**src/rtl/card_window_pkg.sv**
```systemverilog
package card_window_pkg;

  // Byte offsets within the socket register space
  localparam logic [7:0] OFF_WINDOW_ENABLE = 8'h06;
  localparam logic [7:0] OFF_IO_CONTROL = 8'h07;
  localparam logic [7:0] OFF_IO0_START_LOW = 8'h08;
  localparam logic [7:0] OFF_IO0_START_HIGH = 8'h09;
  localparam logic [7:0] OFF_IO0_END_LOW = 8'h0A;
  localparam logic [7:0] OFF_IO0_END_HIGH = 8'h0B;
  localparam logic [7:0] OFF_IO1_START_LOW = 8'h0C;
  localparam logic [7:0] OFF_IO1_START_HIGH = 8'h0D;
  localparam logic [7:0] OFF_IO1_END_LOW = 8'h0E;
  localparam logic [7:0] OFF_IO1_END_HIGH = 8'h0F;
  // Window 1 registers sit one stride above window 0
  localparam logic [7:0] IO_WINDOW_STRIDE = 8'h04;

  // Window enable register fields
  localparam int BIT_IO0_ON = 6;
  localparam int BIT_IO1_ON = 7;
  localparam int BIT_RESERVED = 5;
  localparam int BIT_MEM0_ON = 0;
  localparam int MEM_WINDOWS = 5;
  localparam logic [7:0] WINDOW_ENABLE_WRITE_MASK = 8'hDF;

  // I/O control register: one nibble per window, window 0 in the low nibble
  localparam int IO_CTRL_FIELD_W = 4;
  localparam int BIT_FIXED_WIDTH = 0;
  localparam int BIT_CARD_SIZING = 1;
  localparam int BIT_NARROW_SHORT = 2;
  localparam int BIT_WIDE_EXTRA_WAIT = 3;

  // Values after reset
  localparam logic [7:0] WINDOW_ENABLE_RESET = 8'h00;
  localparam logic [7:0] IO_CONTROL_RESET = 8'h00;
  localparam logic [15:0] IO_ADDRESS_RESET = 16'h0000;

  // Timing
  localparam int CLK_PERIOD_NS = 25;
  localparam int ISA_CYCLE_NS = 125;
  localparam int ISA_CYCLE_CLKS = (ISA_CYCLE_NS + CLK_PERIOD_NS - 1) / CLK_PERIOD_NS;
  localparam int LEN_W = 4;
  localparam logic [3:0] STD_NARROW_ISA = 4'h6;
  localparam logic [3:0] STD_WIDE_ISA = 4'h3;
  localparam logic [3:0] SHORT_NARROW_ISA = 4'h3;
  localparam logic [3:0] EXTRA_WAIT_ISA = 4'h1;

  typedef enum logic {IO_IDLE, IO_RUN} io_state_t;

endpackage

```
**src/rtl/card_window_enable_io_control.sv**
```systemverilog
// How it works
// (RULE_01) No host memory or I/O cycle is claimed through a disabled window.
// (RULE_02) Enable bit 7 turns on I/O window 1, bit 6 window 0; reset off.
// (RULE_03) Enable bits 4 to 0 turn on memory windows 4 to 0; reset off.
// (RULE_04) Enable bit 5 is reserved, reads zero, ignores writes.
// (RULE_05) Control bit 7 adds one ISA wait to 16-bit window 1 cycles.
// (RULE_06) Control bit 6 shortens 8-bit window 1 cycles to three ISA cycles.
// (RULE_07) Control bit 5 makes window 1 width follow the card's 16-bit signal.
// (RULE_08) Control bit 4 picks window 1 fixed width, ignored when bit 5 set.
// (RULE_09) Control bit 3 adds one ISA wait to 16-bit window 0 cycles.
// (RULE_10) Control bit 2 shortens 8-bit window 0 cycles to three ISA cycles.
// (RULE_11) Control bit 1 makes window 0 width follow the card's 16-bit signal.
// (RULE_12) Control bit 0 picks window 0 fixed width, ignored when bit 1 set.
// (RULE_13) Start low byte per window, read/write, low half of start, reset zero.
// (RULE_14) Start high byte per window, read/write, high half of start, reset zero.
// (RULE_15) End low and high bytes per window form the end address, reset zero.
// (RULE_16) An enabled I/O window claims addresses from start to end inclusive.
`timescale 1ns/100ps
module card_window_enable_io_control #(
  parameter int IO_WINDOWS = 2
) (
  input wire logic clk,
  input wire logic rst,
  input wire logic [7:0] reg_addr,
  input wire logic reg_wr,
  input wire logic reg_rd,
  input wire logic [7:0] reg_wdata,
  output logic [7:0] reg_rdata,
  input wire logic io_req,
  input wire logic [15:0] io_addr,
  input wire logic card_iois16,
  output logic io_claim,
  output logic io_window,
  output logic io_wide,
  output logic io_busy,
  output logic io_done,
  input wire logic mem_req,
  input wire logic [card_window_pkg::MEM_WINDOWS-1:0] mem_hit,
  output logic [card_window_pkg::MEM_WINDOWS-1:0] mem_claim
);

  localparam int LW = card_window_pkg::LEN_W;
  localparam int CW = card_window_pkg::IO_CTRL_FIELD_W;

  logic [7:0] window_enable;
  logic [7:0] io_window_control;
  logic [15:0] io_start [IO_WINDOWS];
  logic [15:0] io_end [IO_WINDOWS];
  logic [IO_WINDOWS-1:0] io_hit;
  logic [IO_WINDOWS-1:0] win_wide;
  logic [LW-1:0] win_len [IO_WINDOWS];
  logic iois16_meta;
  logic iois16_sync;
  card_window_pkg::io_state_t io_state;
  logic timer_start;
  logic [LW-1:0] timer_len;
  logic pick;
  logic take;

  // Card pin crosses in from outside the clock domain
  always_ff @(posedge clk or posedge rst) begin
    if (rst) begin
      iois16_meta <= 1'b0;
      iois16_sync <= 1'b0;
    end else begin
      iois16_meta <= card_iois16;
      iois16_sync <= iois16_meta;
    end
  end

  // Enable register; bit 5 never stores anything so it always reads zero
  always_ff @(posedge clk or posedge rst) begin
    if (rst) begin
      window_enable <= card_window_pkg::WINDOW_ENABLE_RESET; // RULE_02 RULE_03
    end else if (reg_wr && reg_addr == card_window_pkg::OFF_WINDOW_ENABLE) begin
      window_enable <= reg_wdata & card_window_pkg::WINDOW_ENABLE_WRITE_MASK; // RULE_04
    end
  end

  always_ff @(posedge clk or posedge rst) begin
    if (rst) begin
      io_window_control <= card_window_pkg::IO_CONTROL_RESET;
    end else if (reg_wr && reg_addr == card_window_pkg::OFF_IO_CONTROL) begin
      io_window_control <= reg_wdata;
    end
  end

  genvar i;
  generate
    for (i = 0; i < IO_WINDOWS; i++) begin : g_io
      localparam logic [7:0] SHIFT = 8'(i) * card_window_pkg::IO_WINDOW_STRIDE;
      localparam logic [7:0] A_SL = card_window_pkg::OFF_IO0_START_LOW + SHIFT;
      localparam logic [7:0] A_SH = card_window_pkg::OFF_IO0_START_HIGH + SHIFT;
      localparam logic [7:0] A_EL = card_window_pkg::OFF_IO0_END_LOW + SHIFT;
      localparam logic [7:0] A_EH = card_window_pkg::OFF_IO0_END_HIGH + SHIFT;
      logic [CW-1:0] ctrl;
      logic on;

      assign ctrl = io_window_control[i*CW +: CW];
      assign on = window_enable[card_window_pkg::BIT_IO0_ON + i];

      always_ff @(posedge clk or posedge rst) begin
        if (rst) begin
          io_start[i] <= card_window_pkg::IO_ADDRESS_RESET; // RULE_13 RULE_14
        end else if (reg_wr && reg_addr == A_SL) begin
          io_start[i][7:0] <= reg_wdata; // RULE_13
        end else if (reg_wr && reg_addr == A_SH) begin
          io_start[i][15:8] <= reg_wdata; // RULE_14
        end
      end

      always_ff @(posedge clk or posedge rst) begin
        if (rst) begin
          io_end[i] <= card_window_pkg::IO_ADDRESS_RESET; // RULE_15
        end else if (reg_wr && reg_addr == A_EL) begin
          io_end[i][7:0] <= reg_wdata; // RULE_15
        end else if (reg_wr && reg_addr == A_EH) begin
          io_end[i][15:8] <= reg_wdata; // RULE_15
        end
      end

      // Disabled window never matches, whatever its addresses hold
      assign io_hit[i] = on && io_addr >= io_start[i] && io_addr <= io_end[i]; // RULE_01 RULE_16

      // Card sizing overrides the fixed width bit
      assign win_wide[i] = ctrl[card_window_pkg::BIT_CARD_SIZING] ? iois16_sync : // RULE_07 RULE_11
                           ctrl[card_window_pkg::BIT_FIXED_WIDTH]; // RULE_08 RULE_12

      // Wait bit touches only 16-bit cycles, short bit only 8-bit cycles
      always_comb begin
        if (win_wide[i]) begin
          win_len[i] = card_window_pkg::STD_WIDE_ISA;
          if (ctrl[card_window_pkg::BIT_WIDE_EXTRA_WAIT]) begin
            win_len[i] = card_window_pkg::STD_WIDE_ISA + card_window_pkg::EXTRA_WAIT_ISA; // RULE_05 RULE_09
          end
        end else if (ctrl[card_window_pkg::BIT_NARROW_SHORT]) begin
          win_len[i] = card_window_pkg::SHORT_NARROW_ISA; // RULE_06 RULE_10
        end else begin
          win_len[i] = card_window_pkg::STD_NARROW_ISA;
        end
      end
    end
  endgenerate

  // Window 0 wins where both windows overlap
  assign pick = !io_hit[0];
  assign take = io_req && (io_state == card_window_pkg::IO_IDLE) && (|io_hit); // RULE_01
  assign timer_start = take;
  assign timer_len = win_len[pick];

  always_ff @(posedge clk or posedge rst) begin
    if (rst) begin
      io_state <= card_window_pkg::IO_IDLE;
      io_busy <= 1'b0;
    end else begin
      unique case (io_state)
        card_window_pkg::IO_IDLE: begin
          if (take) begin
            io_state <= card_window_pkg::IO_RUN;
            io_busy <= 1'b1;
          end
        end
        card_window_pkg::IO_RUN: begin
          if (io_done) begin
            io_state <= card_window_pkg::IO_IDLE;
            io_busy <= 1'b0;
          end
        end
      endcase
    end
  end

  // Width is frozen at claim time so a changing card signal cannot tear a cycle
  always_ff @(posedge clk or posedge rst) begin
    if (rst) begin
      io_claim <= 1'b0;
      io_window <= 1'b0;
      io_wide <= 1'b0;
    end else begin
      io_claim <= take;
      if (take) begin
        io_window <= pick;
        io_wide <= win_wide[pick];
      end
    end
  end

  io_cycle_timer #(
    .LEN_W(LW)
  ) u_timer (
    .clk(clk),
    .rst(rst),
    .start(timer_start),
    .isa_cycles(timer_len),
    .done(io_done)
  );

  // Memory decode lives elsewhere; this block only gates it by the enables
  always_ff @(posedge clk or posedge rst) begin
    if (rst) begin
      mem_claim <= '0;
    end else begin
      mem_claim <= {card_window_pkg::MEM_WINDOWS{mem_req}} & mem_hit &
                   window_enable[card_window_pkg::BIT_MEM0_ON +: card_window_pkg::MEM_WINDOWS]; // RULE_01 RULE_03
    end
  end

  // Read data registered; unmapped offsets read zero
  always_ff @(posedge clk or posedge rst) begin
    if (rst) begin
      reg_rdata <= 8'h00;
    end else if (reg_rd) begin
      unique case (reg_addr)
        card_window_pkg::OFF_WINDOW_ENABLE: reg_rdata <= window_enable; // RULE_04
        card_window_pkg::OFF_IO_CONTROL: reg_rdata <= io_window_control;
        card_window_pkg::OFF_IO0_START_LOW: reg_rdata <= io_start[0][7:0];
        card_window_pkg::OFF_IO0_START_HIGH: reg_rdata <= io_start[0][15:8];
        card_window_pkg::OFF_IO0_END_LOW: reg_rdata <= io_end[0][7:0];
        card_window_pkg::OFF_IO0_END_HIGH: reg_rdata <= io_end[0][15:8];
        card_window_pkg::OFF_IO1_START_LOW: reg_rdata <= io_start[1][7:0];
        card_window_pkg::OFF_IO1_START_HIGH: reg_rdata <= io_start[1][15:8];
        card_window_pkg::OFF_IO1_END_LOW: reg_rdata <= io_end[1][7:0];
        card_window_pkg::OFF_IO1_END_HIGH: reg_rdata <= io_end[1][15:8];
        default: reg_rdata <= 8'h00;
      endcase
    end
  end

endmodule

```
**src/rtl/io_cycle_timer.sv**
```systemverilog
`timescale 1ns/100ps
module io_cycle_timer #(
  parameter int LEN_W = 4
) (
  input wire logic clk,
  input wire logic rst,
  input wire logic start,
  input wire logic [LEN_W-1:0] isa_cycles,
  output logic done
);

  localparam int DIV_W = $clog2(card_window_pkg::ISA_CYCLE_CLKS + 1);
  localparam logic [DIV_W-1:0] DIV_LAST = DIV_W'(card_window_pkg::ISA_CYCLE_CLKS - 1);

  logic [DIV_W-1:0] div;
  logic [LEN_W-1:0] remaining;
  logic running;
  logic isa_tick;

  // One-cycle enable at the ISA cycle rate, phase-aligned to each start
  assign isa_tick = running && (div == DIV_LAST);

  always_ff @(posedge clk or posedge rst) begin
    if (rst) begin
      div <= '0;
    end else if (start || isa_tick) begin
      div <= '0;
    end else if (running) begin
      div <= div + DIV_W'(1);
    end
  end

  always_ff @(posedge clk or posedge rst) begin
    if (rst) begin
      remaining <= '0;
      running <= 1'b0;
    end else if (start) begin
      remaining <= isa_cycles;
      running <= 1'b1;
    end else if (isa_tick) begin
      remaining <= remaining - LEN_W'(1);
      if (remaining == LEN_W'(1)) begin
        running <= 1'b0;
      end
    end
  end

  always_ff @(posedge clk or posedge rst) begin
    if (rst) begin
      done <= 1'b0;
    end else begin
      done <= isa_tick && (remaining == LEN_W'(1));
    end
  end

endmodule

```
**config.mk**
```make
export PLATFORM = sky130hd
export DESIGN_NAME = card_window_enable_io_control
export DESIGN_NICKNAME = d
export VERILOG_FILES = /design/src/rtl/card_window_pkg.sv /design/src/rtl/card_window_enable_io_control.sv /design/src/rtl/io_cycle_timer.sv
export SDC_FILE = /design/constraint.sdc
export NUM_CORES = 1
export LEC_CHECK = 0
export ABC_AREA = 1
export BUFFER_PORTS_ARGS = -buffer_cell sky130_fd_sc_hd__buf_4
export CORE_AREA = 2 2 125 127
export CTS_CLUSTER_DIAMETER = 40
export CTS_CLUSTER_SIZE = 28
export DETAILED_ROUTE_END_ITERATION = 8
export DIE_AREA = 0 0 127 129
export GPL_TIMING_DRIVEN = 0
export PLACE_DENSITY = 0.72
export SETUP_SLACK_MARGIN = 0.5
export SYNTH_ARGS = -nofsm -noshare
export SYNTH_HDL_FRONTEND = slang
export SYNTH_HIERARCHICAL = 1
export SYNTH_SLANG_ARGS = --single-unit
```
**constraint.sdc**
```tcl
create_clock -name clk -period 5.6 [get_ports clk]
set_clock_uncertainty 0.05 [all_clocks]
set_input_delay 1.12 -clock clk [delete_from_list [all_inputs] [get_ports clk]]
set_output_delay 1.12 -clock clk [all_outputs]
set_load 0.02 [all_outputs]
```
* After elaboration in Yosys (flattened, before gate mapping)
Index checks and enable logic that the tools add are counted.
Cells by class: eq/ne operators 14, multipliers 0, shift operators 0, reductions and logical operators 30, multiplexer cells 27, div/mod/pow operators 0, magnitude comparators 6, $add $sub $neg 2, bitwise gates (word level) 8
Operators with widths (count):
- case mux 8 bit (10 select lines) | 1
- == test 8 x 4 -> 1 bit (second input constant) | 8
- greater-or-equal comparator 16 bit | 2
- <= comparator 16 bit | 2
- two-way mux 4 bit | 7
- logical AND 1 bit | 18
- two-way mux 3 bit | 6
- == test 8 x 3 -> 1 bit (second input constant) | 2
- AND reduction 2 bit | 6
- two-way mux 1 bit | 11
- AND 5 bit | 2
- nonzero test 2 bit | 3
- NOT 1 bit | 5
- == test 4 x 1 -> 1 bit (second input constant) | 1
- case mux 1 bit (2 select lines) | 2
- subtractor 4 x 1 -> 4 bit (second input constant) | 1
- adder 3 x 1 -> 3 bit (second input constant) | 1
- == test 3 bit (second input constant) | 1
- greater-or-equal comparator 2 bit (second input constant) | 1
- less-than comparator 1 x 2 -> 1 bit (second input constant) | 1
- inequality test 2 x 1 -> 1 bit (second input constant) | 1
- inequality test 2 bit (second input constant) | 1
- NOT 1 -> 2 bit | 1
- OR reduction 2 bit | 1
- other kinds (2) | 2
Storage, ports and cells: bits in read-only memories 0, input port bits 44, word-level logic and storage cells 110, memories kept 0, register bits 108, output and inout port bits 18, bits in writable memories 0, bits in latches 0

* Logic depth before layout (Yosys ltp)
Gate-level depths: netlist of the first run.
depth in word-level cells 9, mapped depth 20

* By module
Netlist of the first run, hierarchy kept.
Modules (own cells, without submodules):
- card_window_enable_io_control | area an instance 6142.1 µm², times used 1, cells each 749
- io_cycle_timer | area an instance 491.7 µm², times used 1, cells each 58

* Least setup slack after synthesis of the first run
Ideal clock, no wire load.
path type input port to flip-flop, start point in io_addr[15], end point reg u_timer.remaining[1], slack 2764 ps, cell stages on the path 10, buffers on the path 0, data required time 5420 ps, data arrival time 2655 ps, path through ha_1 nand2_1 nor4_1 nand2_1 a21boi_1 nand3_1 nand2_1 inv_2 o211ai_1 o21ai_0
Between the ends: elaborated cells between the ends (all ways) 17, those cells by class order compare (4); mux (4); bitwise (1); reduce/logical (8)
RTL lines:
- start: declaration | RTL line card_window_enable_io_control.sv:30 | input wire logic [15:0] io_addr,
- greater-or-equal comparator 16 bit | RTL line card_window_enable_io_control.sv:123 | assign io_hit[i] = on && io_addr >= io_start[i] && io_addr <= io_end[i];
- logical AND 1 bit (2 in series) | RTL line card_window_enable_io_control.sv:123
- OR reduction 2 bit (*) | RTL line card_window_enable_io_control.sv:147 | assign take = io_req && (io_state == card_window_pkg::IO_IDLE) && (|io_hit);
- logical AND 1 bit (*) | RTL line card_window_enable_io_control.sv:147
- named net take | RTL line card_window_enable_io_control.sv:58 | logic take;
- two-way mux 4 bit / nonzero test 2 bit (equally long branches)
- end signal: assignment | RTL line io_cycle_timer.sv:38 | remaining <= isa_cycles;
- end signal: assignment | RTL line io_cycle_timer.sv:41 | remaining <= remaining - LEN_W'(1);
- end: declaration | RTL line io_cycle_timer.sv:16 | logic [LEN_W-1:0] remaining;
Mark *: on every way through the listed nets, which the timed path passes. The rest lies on a longest branch. The select of a mux whose other input is x is not followed. A chain may end at the register's enable or synchronous reset.

* Worst setup path after layout of the first run
Ends and elaborated chain as after synthesis.

==> results of run 1 <==
[final timing paths]
kind | start | to | slack, ns | cells after the start
max | io_addr[15] | u_timer/remaining[1] | 2.42 | 13
min | iois16_meta | iois16_sync | 0.31 | 0
max reg2reg | io_end[30] | u_timer/remaining[1] | 2.88 | 13
min reg2reg | iois16_meta | iois16_sync | 0.31 | 0
max in group asynchronous | rst | io_end[23] | 4.01 | 3
min in group asynchronous | rst | u_timer/remaining[0] | 0.70 | 2
[metrics by stage]
stage,std cells,worst slack (ns)
after floorplan,807,1.84
after global placement,1054,0.635
after detailed placement,1055,2.08
after CTS,1071,2.43
after global routing,1071,2.23
final,1071,2.42
[cells by family after synthesis]
family / after synthesis / synth area share
xor gates and xnor gates: 2 / 0.00264
other: 1 / 0.000565
DFF: 108 / 0.407
adders and majority gates: 68 / 0.128
AOI/OAI and AO/OA: 172 / 0.152
buffers and inverters: 122 / 0.0792
and+or+nand+nor: 334 / 0.230
[report_power, final]
| part | total (mW) | switching (mW) | leakage [nW] | internal [mW] |
|---|---|---|---|---|
| sequential | 0.832 | 0.0247 | 1.46 | 0.808 |
| combinational | 0.228 | 0.143 | 2.08 | 0.0850 |
| clock | 0.626 | 0.313 | 0.141 | 0.313 |
[final cells by class]
| type | count | area (um2) |
|---|---|---|
| Timing Repair Buffer | 60 | 470 |
| Inverter | 109 | 414 |
| Buffer | 13 | 114 |
| Fill cell | 1459 | 7350 |
| Tap cell | 188 | 235 |
| Multi-Input combinational cell | 577 | 3410 |
| Sequential cell | 108 | 2700 |
| Clock buffer | 10 | 229 |
| Clock inverter | 6 | 57.6 |
[cells in the final DEF, fill, tap and decap left out, types with 3 or more instances in the layout]
master     netlist  layout
inv_1          102     101
nand3_1         23      23
o21ai_0         69      69
ha_1            68      68
nor2_1          54      54
o211ai_1         4       4
o22ai_1          8       8
o21ai_2         14      14
dfrtp_1        108     108
inv_2            6       6
nor3_4           5       5
o21ai_1         29      29
a32o_1           4       4
nand2_2          5       5
buf_4            0      59
nand3b_1         7       7
buf_6            8       8
nor3_1           4       4
a22o_2           5       5
clkinv_4         0       3
nand4_1          6       6
nand2_1        214     214
a21oi_1         30      30
clkbuf_16        0       9
nand2_4          7       7
a22o_1           4       4
buf_2            4       4
[sequential cells by signal (all words and copies together) (netlist names)]
signal and count:
io_busy 1, io_claim 1, io_end 32, io_start 32, io_state 1, io_wide 1, io_window 1, io_window_control 8
iois16_meta 1, iois16_sync 1, mem_claim 5, reg_rdata 8, u_timer/div 3, u_timer/done 1, u_timer/remaining 4, u_timer/running 1
window_enable 7
[metal layers]
metal  track usage  part of all wire  vias up
met3        0.0395             0.045       31
met2         0.380              0.48      143
li1              -                 -     2809
met1         0.298              0.44     2688
met4        0.0879             0.029        0
met5             0                 0        -
[critical path: stages]
cell	delay, ns
buf_4	0.14
ha_1	0.29
nand2_1	0.08
nor3_1	0.48
nand2_1	0.11
nand2_1	0.07
nand2_1	0.15
nand3_1	0.23
nand2_1	0.17
inv_2	0.19
nand2_4	0.11
o211ai_1	0.09
o21ai_0	0.12
==> flow_summary.json, run 1 <==
{
  "ys_types": 41,
  "wirelength_mm": 17.8,
  "yosys-top-cells-area": "dfrtp_1 41%, ha_1 13%, nand2_1 12%",
  "htreeDepth": 3,
  "grt_max_degree": 57,
  "cts_tree": "yes",
  "hp-class": "flop to flop",
  "finalNetCount": 990,
  "drcViolationCount": 0,
  "fin_util": 0.509,
  "syn_nets": 919,
  "wl_per_cell_um": 16.6,
  "clk_pin_slew_worst_paths_ns": 0.07,
  "track_usage": 0.228,
  "status": "finished, final reports clean",
  "synth_edf_count": 0,
  "synth_top_area_cell": "dfrtp_1",
  "worstPathRequired_ns": 5.78,
  "total_power_mw": 1.69,
  "row_count": 45,
  "drv_slew": 0,
  "dieHeight_um": 129,
  "dieArea_mm2": 0.0164,
  "cts.sinks": 108,
  "antenna_found_initial": 0,
  "cellLeakagePower_nw": 3.68,
  "cts_buffers": 9,
  "syn_to_final_growth_pct": 15.0,
  "worstSetupPathType": "input pin to flop",
  "cts_hold_buf": 0,
  "io_pins": 62,
  "start_util": 0.443,
  "crit_arrival_ns": 3.37,
  "fmax_mhz": 314,
  "clk_path_buf_depth": 2,
  "worst_setup_path_start_kind": "input pin",
  "antenna_left": 0,
  "viasPerCell": 5.30,
  "drive_gt1_frac": 0.156,
  "synth_common_cells": "214 x nand2_1, 108 x dfrtp_1, 102 x inv_1",
  "worst_setup_path_end_kind": "flop",
  "hold_viol": 0,
  "root_buffer": "clkbuf_16",
  "dpl_cell_area_mm2": 0.00734,
  "synthesis.area_mm2": 0.00663,
  "grt_setup_unrepaired": "false",
  "hpwlAfterDp_mm": 13.6,
  "tns_ns": 0,
  "ys.flop_type": "dfrtp_1",
  "post-synth-top-count-cell": "nand2_1",
  "yosysWarningCount": 6,
  "setup_viol": 0,
  "syn_inst": 807,
  "drt_iter0_markers": 402,
  "diodes": 0,
  "design.core.area_mm2": 0.0150,
  "stdcell_area_mm2": 0.00763,
  "critical_path_peak_fanout": 9,
  "synth-async-reset-ratio": 1.00,
  "cts_setup_buffers": 0,
  "timing.final.crit_share": 0.569,
  "port_buffers": 59,
  "tightest_slew_ns": 0.726,
  "clk_latency_ns": 0.36,
  "fin_hold_ws_ns": 0.305,
  "ys_seq_area_frac": 0.407,
  "vdd_drop_max_v": 0.000154,
  "powerDensity_mw_per_mm2": 221,
  "die_x_um": 127,
  "via_count": 5671,
  "firstDrtPassIters": 5,
  "yosysTopAreaCellShare": 0.407,
  "grt_first_pass_wirelength_mm": 28.2,
  "grt_overflow": 0,
  "ys_ff_latch": 108,
  "maxCapViolCount": 0,
  "cts_resized": 0,
  "place.gp.congestion": 0.982,
  "min_period_ns": 3.18,
  "avgSynthCellArea_um2": 8.22,
  "grt_pass1_vias": 5292,
  "relSlewSlack": 0.516
}
Power figures use the tool's default switching activity.
==> inputs of run 2 (changes only) <==
ABC_AREA = 0   (was 1)
CORE_AREA = 2 2 122 124   (was 2 2 125 127)
DIE_AREA = 0 0 124 126   (was 0 0 127 129)
PLACE_DENSITY = 0.73   (was 0.72)
clock period = 3.2 ns   (was 5.6 ns; I/O delays follow)
==> run 2 against run 1 <==
Effect of this change: clock power increased by 81%; synthesized cell count decreased by 28%; largest cell class unchanged; register-to-register slack got worse by 2.3 ns; sequential power increased by 88%; critical endpoint unchanged; non-clock buffer count increased by 5; combinational power increased to 2.6 times the previous value; hold slack got worse by 0.077 ns; total power increased by 95%; via count decreased by 14%.
==> flow_summary.json, run 2 <==
{
  "port_buffers": 50,
  "status": "finished, final reports clean",
  "avgSynthCellArea_um2": 10.9,
  "htreeDepth": 3,
  "setup_viol": 0,
  "hpwlAfterDp_mm": 12.3,
  "final_cell_mix": "108 x dfrtp_1, 82 x mux2_2, 76 x inv_1",
  "drcViolationCount": 0,
  "firstDrtPassIters": 5,
  "synthesis.area_mm2": 0.00636,
  "grt_setup_unrepaired": "true",
  "fin_hold_ws_ns": 0.228,
  "ys_ff_latch": 108,
  "drive_gt1_frac": 0.308,
  "yosys-top-cells-area": "dfrtp_1 42%, mux2_2 15%, ha_1 13%",
  "tns_ns": 0,
  "path_cells": "buf_6 -> ha_1 -> nand4_1 -> or4_1 -> a21oi_1 -> nor4bb_1 -> o21ai_2 -> o21ai_4 -> buf_4 -> o311ai_2",
  "row_count": 44,
  "dieHeight_um": 126,
  "dpl_cell_area_mm2": 0.00702,
  "synth_edf_count": 0,
  "via_count": 4865,
  "place.gp.congestion": 0.948,
  "clk_latency_ns": 0.35,
  "total_power_mw": 3.29,
  "fmax_mhz": 376,
  "worst_slack_ns": 0.537,
  "pwr-share-seq": 0.474,
  "grt_first_pass_wirelength_mm": 25.9,
  "p_int_mw": 2.38,
  "root_buffer": "clkbuf_16",
  "ys_seq_area_frac": 0.425,
  "cts_tree": "yes",
  "dieArea_mm2": 0.0156,
  "stdcell_area_mm2": 0.00759,
  "grt_overflow": 0,
  "die_x_um": 124,
  "diodes": 0,
  "viasPerCell": 5.74,
  "antenna_left": 0,
  "vdd_drop_max_v": 0.000240,
  "cellLeakagePower_nw": 3.46,
  "fill_cells": 1230,
  "wl_per_cell_um": 19.2,
  "finalNetCount": 771,
  "syn_to_final_growth_pct": 19.3,
  "tightest_slew_ns": 0.757,
  "clk_path_buf_depth": 2,
  "critPathSlowestCell": "or4_1",
  "syn_nets": 696,
  "ys.flop_type": "dfrtp_1",
  "powerDensity_mw_per_mm2": 433,
  "p_sw_frac": 0.277,
  "cts.sinks": 108,
  "p_sw_mw": 0.910,
  "worst_setup_path_end_kind": "flop",
  "power_frac_clock": 0.344,
  "crit_start": "io_addr[15]",
  "relSlewSlack": 0.493,
  "min_period_ns": 2.66,
  "design.core.area_mm2": 0.0143,
  "synth_top_area_cell": "dfrtp_1",
  "timing.final.crit_share": 0.832,
  "drv_slew": 0,
  "cts_buffers": 9,
  "synth_common_cells": "108 x dfrtp_1, 82 x mux2_2, 79 x inv_1",
  "worstPathRequired_ns": 3.40,
  "crit_arrival_ns": 2.86,
  "yosysWarningCount": 6,
  "slowest_delay_ns": 0.58,
  "worstSetupPathType": "input pin to flop",
  "drt_iter0_markers": 367,
  "worst_setup_path_start_kind": "input pin",
  "antenna_found_initial": 0,
  "hold_viol": 0,
  "cts_hold_buf": 0,
  "track_usage": 0.218,
  "reg2reg_from": "io_end[15]",
  "layout_commonest_cell": "dfrtp_1",
  "pre_cts_ws_ns": -0.174,
  "wirelength_mm": 16.2,
  "syn_inst": 584,
  "maxCapViolCount": 0,
  "top_regs": "io_end (32), io_start (32)",
  "combPwrFrac": 0.182,
  "start_util": 0.445,
  "clk_pin_slew_worst_paths_ns": 0.07,
  "ys_types": 56,
  "synth-async-reset-ratio": 1.00,
  "post-synth-top-count-cell": "dfrtp_1",
  "grt_pass1_vias": 4904,
  "critical_path_peak_fanout": 7,
  "yosysTopAreaCellShare": 0.425,
  "io_pins": 62,
  "hp-class": "input pin to async pin",
  "grt_max_degree": 40
}
## run 2: changes by cell type after synthesis, sizes merged, moves of 13 or more
cell,change
nor2,-38
and3,+13
nand2,-192
inv,-30
mux2,+84
o21ai,-97
nand3,-17
a221oi,+16
## run 2: final timing paths
| path | to | slack (ns) | depth (start not counted) |
|---|---|---|---|
| max | u_timer/remaining[1] | 0.54 | 10 |
| min | u_timer/div[1] | 0.23 | 2 |
| max reg2reg | u_timer/remaining[1] | 0.54 | 10 |
| min reg2reg | iois16_sync | 0.30 | 0 |
| max in group asynchronous | io_start[26] | 2.23 | 3 |
| min in group clk | iois16_sync | 0.30 | 0 |
## run 2: cell families after synthesis
logic type	after synthesis	share of synthesized area
AND/OR/NAND/NOR	116	0.104
adder cells (fa/ha/maj)	68	0.134
other	1	0.000589
AO/OA/AOI/OAI	108	0.122
XOR/XNOR	3	0.00413
multiplexers	87	0.155
flip-flops	108	0.425
buffers and inverters	93	0.0568
## run 2: per-layer routing
metal  up-vias  global-route usage  share of wire
met4         0              0.0701          0.025
met1      2427               0.291           0.43
li1       2265                   -              -
met3        27              0.0394          0.051
met2       146               0.359           0.50
met5         -                   0              0
## run 2: metrics by stage
step | util | cells
global placement | 0.488 | 818
detailed placement | 0.490 | 820
finish | 0.531 | 847
floorplan | - | 584
global route | 0.531 | 847
CTS | 0.526 | 844
## run 2: timing repair
action | CTS | global route
endpoints found under the hold margin | 0 | 0
setup buffers | 9 | 3
resized for setup | 19 | 8
pin swaps | 8 | 7
endpoints found under the setup margin | 11 | 20
## run 2: power by group through the flow
stage	Sequential [mW]	Clock, mW	Combinational (mW)
after global routing	1.57	1.20	0.676
after global placement	1.57	0	0.524
after floorplan	1.56	0	0.385
after detailed placement	1.58	0	0.559
final	1.56	1.13	0.600
after CTS	1.55	1.15	0.592
## run 2: worst max-delay path, delay by kind of cell
family,cells,cell delay (ns)
AND/OR/NAND/NOR,3,0.82
AO/OA/AOI/OAI,4,0.79
adder cells (fa/ha/maj),1,0.33
buffers and inverters,2,0.28
## run 2: cell type report
type,instances,area (um2),area share
inverter,79,300,0.0395
sequential,108,2700,0.356
tap,184,230,0.0303
clock buffer,10,239,0.0315
buffer,14,71.3,0.00939
clock inverter,5,61.3,0.00807
timing repair buffer,64,509,0.0671
multi-input combinational,383,3480,0.458
==> inputs of run 3 (changes only) <==
PLACE_DENSITY = 0.75   (was 0.73)
clock period = 2.3 ns   (was 3.2 ns; I/O delays follow)
==> run 3 against run 2 <==
Effect of this change: the run now ends with negative setup slack left; via count is 11% higher; hold slack lost 0.20 ns; sequential share of layout area decreased by 4.9 points; flip-flop and latch count unchanged; final cell count increased by 7.3%; setup slack worse by 0.93 ns; global-route usage increased by 2.3 points; die area did not move; register-to-register slack got worse by 0.93 ns.
==> flow_summary.json, run 3 (synthesis gave the netlist of run 2 again) <==
{
  "status": "finished, violations left",
  "violations": "negative setup slack",
  "hp-class": "input pin to async pin",
  "worst_slack_ns": -0.394,
  "reg2reg_from": "io_start[31]",
  "clk_latency_ns": 0.35,
  "via_count": 5416,
  "start_util": 0.445,
  "design.core.area_mm2": 0.0143,
  "wirelength_mm": 19.8,
  "worstSetupPathType": "flop to flop",
  "crit_buf_inv": 2,
  "grt_pass1_vias": 5447,
  "crit_start": "io_start[31]",
  "fmax_mhz": 371,
  "grt_max_degree": 44,
  "track_usage": 0.241,
  "cts_tree": "yes",
  "clk_path_buf_depth": 2,
  "root_buffer": "clkbuf_16",
  "reg2regPathDepth": 9,
  "fin_cells": 909,
  "worst_setup_path_start_kind": "flop",
  "worstPathRequired_ns": 2.50,
  "critical_path_peak_fanout": 6,
  "hold_viol": 0,
  "cts.sinks": 108,
  "drive_gt1_frac": 0.450,
  "path_cells": "inv_2 -> ha_4 -> buf_4 -> a21oi_1 -> o21ai_0 -> o21a_1 -> o32ai_4 -> mux2_4 -> mux2_4",
  "relSlewSlack": 0.455,
  "clk_pin_slew_worst_paths_ns": 0.08,
  "antenna_left": 0,
  "final_cell_mix": "108 x dfrtp_1, 94 x buf_4, 66 x inv_1",
  "timing.final.crit_share": 1.17,
  "top_regs": "io_end (32), io_start (32)",
  "path_depth": 9,
  "row_count": 44,
  "r2r_slack_ns": -0.39,
  "port_buffers": 50,
  "firstDrtPassIters": 4,
  "viasPerCell": 5.96,
  "crit_arrival_ns": 2.89,
  "drv_slew": 0,
  "grt_setup_unrepaired": "true",
  "cpMostUsedCell": "mux2_4",
  "grt_overflow": 0,
  "powerDensity_mw_per_mm2": 535,
  "syn_to_final_growth_pct": 38.3,
  "diodes": 0,
  "place_inst": 820,
  "layout_commonest_cell": "dfrtp_1",
  "wl_per_cell_um": 21.8,
  "fin_util": 0.615,
  "dieHeight_um": 126,
  "maxCapViolCount": 0,
  "worst_setup_path_end_kind": "flop",
  "min_period_ns": 2.69,
  "finalNetCount": 832,
  "fill_cells": 1034,
  "setup_viol": 13,
  "cp_top_family": "compound AO/OA/AOI/OAI gates",
  "vdd_drop_max_v": 0.000339,
  "critPathSlowestCell": "o32ai_4",
  "drt_iter0_markers": 351,
  "pre_cts_ws_ns": -0.871,
  "slowest_delay_ns": 0.50,
  "total_power_mw": 4.71,
  "cts_buffers": 9,
  "grt_first_pass_wirelength_mm": 28.5,
  "htreeDepth": 3,
  "die_x_um": 124,
  "r2r-end": "io_wide",
  "dieArea_mm2": 0.0156,
  "tightest_slew_ns": 0.818,
  "cellLeakagePower_nw": 4.07,
  "place.gp.congestion": 0.931,
  "crit_end": "io_wide",
  "drcViolationCount": 0,
  "hpwlAfterDp_mm": 12.5,
  "antenna_found_initial": 0,
  "io_pins": 62
}
-- run 3: final cells by class --
class | count | area [um2] | share of cell area
Multi-Input combinational cell | 385 | 4110 | 0.468
Clock buffer | 11 | 243 | 0.0276
Sequential cell | 108 | 2700 | 0.307
Tap cell | 184 | 230 | 0.0262
Clock inverter | 5 | 35.0 | 0.00398
Inverter | 79 | 300 | 0.0341
Timing Repair Buffer | 123 | 1100 | 0.125
Buffer | 14 | 75.1 | 0.00853
-- run 3: what timing repair did --
| item | CTS | global route |
|---|---|---|
| setup endpoints to repair | 100 | 100 |
| gates cloned | 4 | 0 |
| gates resized for setup | 59 | 80 |
| endpoints found under the hold margin | 0 | 0 |
| pin swaps | 30 | 30 |
| setup buffers | 40 | 29 |
| hold buffers | 0 | 0 |
-- run 3: how the worst min path moves through the flow --
stage,start,end,slack (ns),depth (start not counted)
2_1_floorplan,rst,u_timer/div[0],0.24,1
3_3_place_gp,iois16_meta,iois16_sync,0.29,0
3_5_place_dp,iois16_meta,iois16_sync,0.30,0
4_1_cts,rst,u_timer/done,0.04,2
5_1_grt,rst,u_timer/remaining[3],0.05,2
6_report,rst,u_timer/done,0.03,2
-- run 3: power by group --
| group | switching [mW] | total [mW] | internal (mW) |
|---|---|---|---|
| clock | 0.730 | 1.50 | 0.768 |
| combinational | 0.545 | 1.04 | 0.492 |
| sequential | 0.133 | 2.17 | 2.04 |
-- run 3: stage by stage --
stage / TNS (ns) / area [um2] / hold WS [ns]
CTS: -3.54 / 8180 / 0.0424
global route: -4.62 / 8800 / 0.0545
detailed placement: -23.59 / 7260 / 0.296
global placement: -24.53 / 7220 / 0.289
floorplan: -1.27 / 6620 / 0.238
finish: -3.83 / 8800 / 0.0313
-- run 3: per-layer routing --
| layer | up-vias | global-route usage | wire length, um |
|---|---|---|---|
| met2 | 239 | 0.399 | 10100 |
| met3 | 54 | 0.0408 | 1210 |
| met4 | 0 | 0.111 | 795 |
| met5 | - | 0 | 0 |
| li1 | 2400 | - | - |
| met1 | 2723 | 0.307 | 7770 |
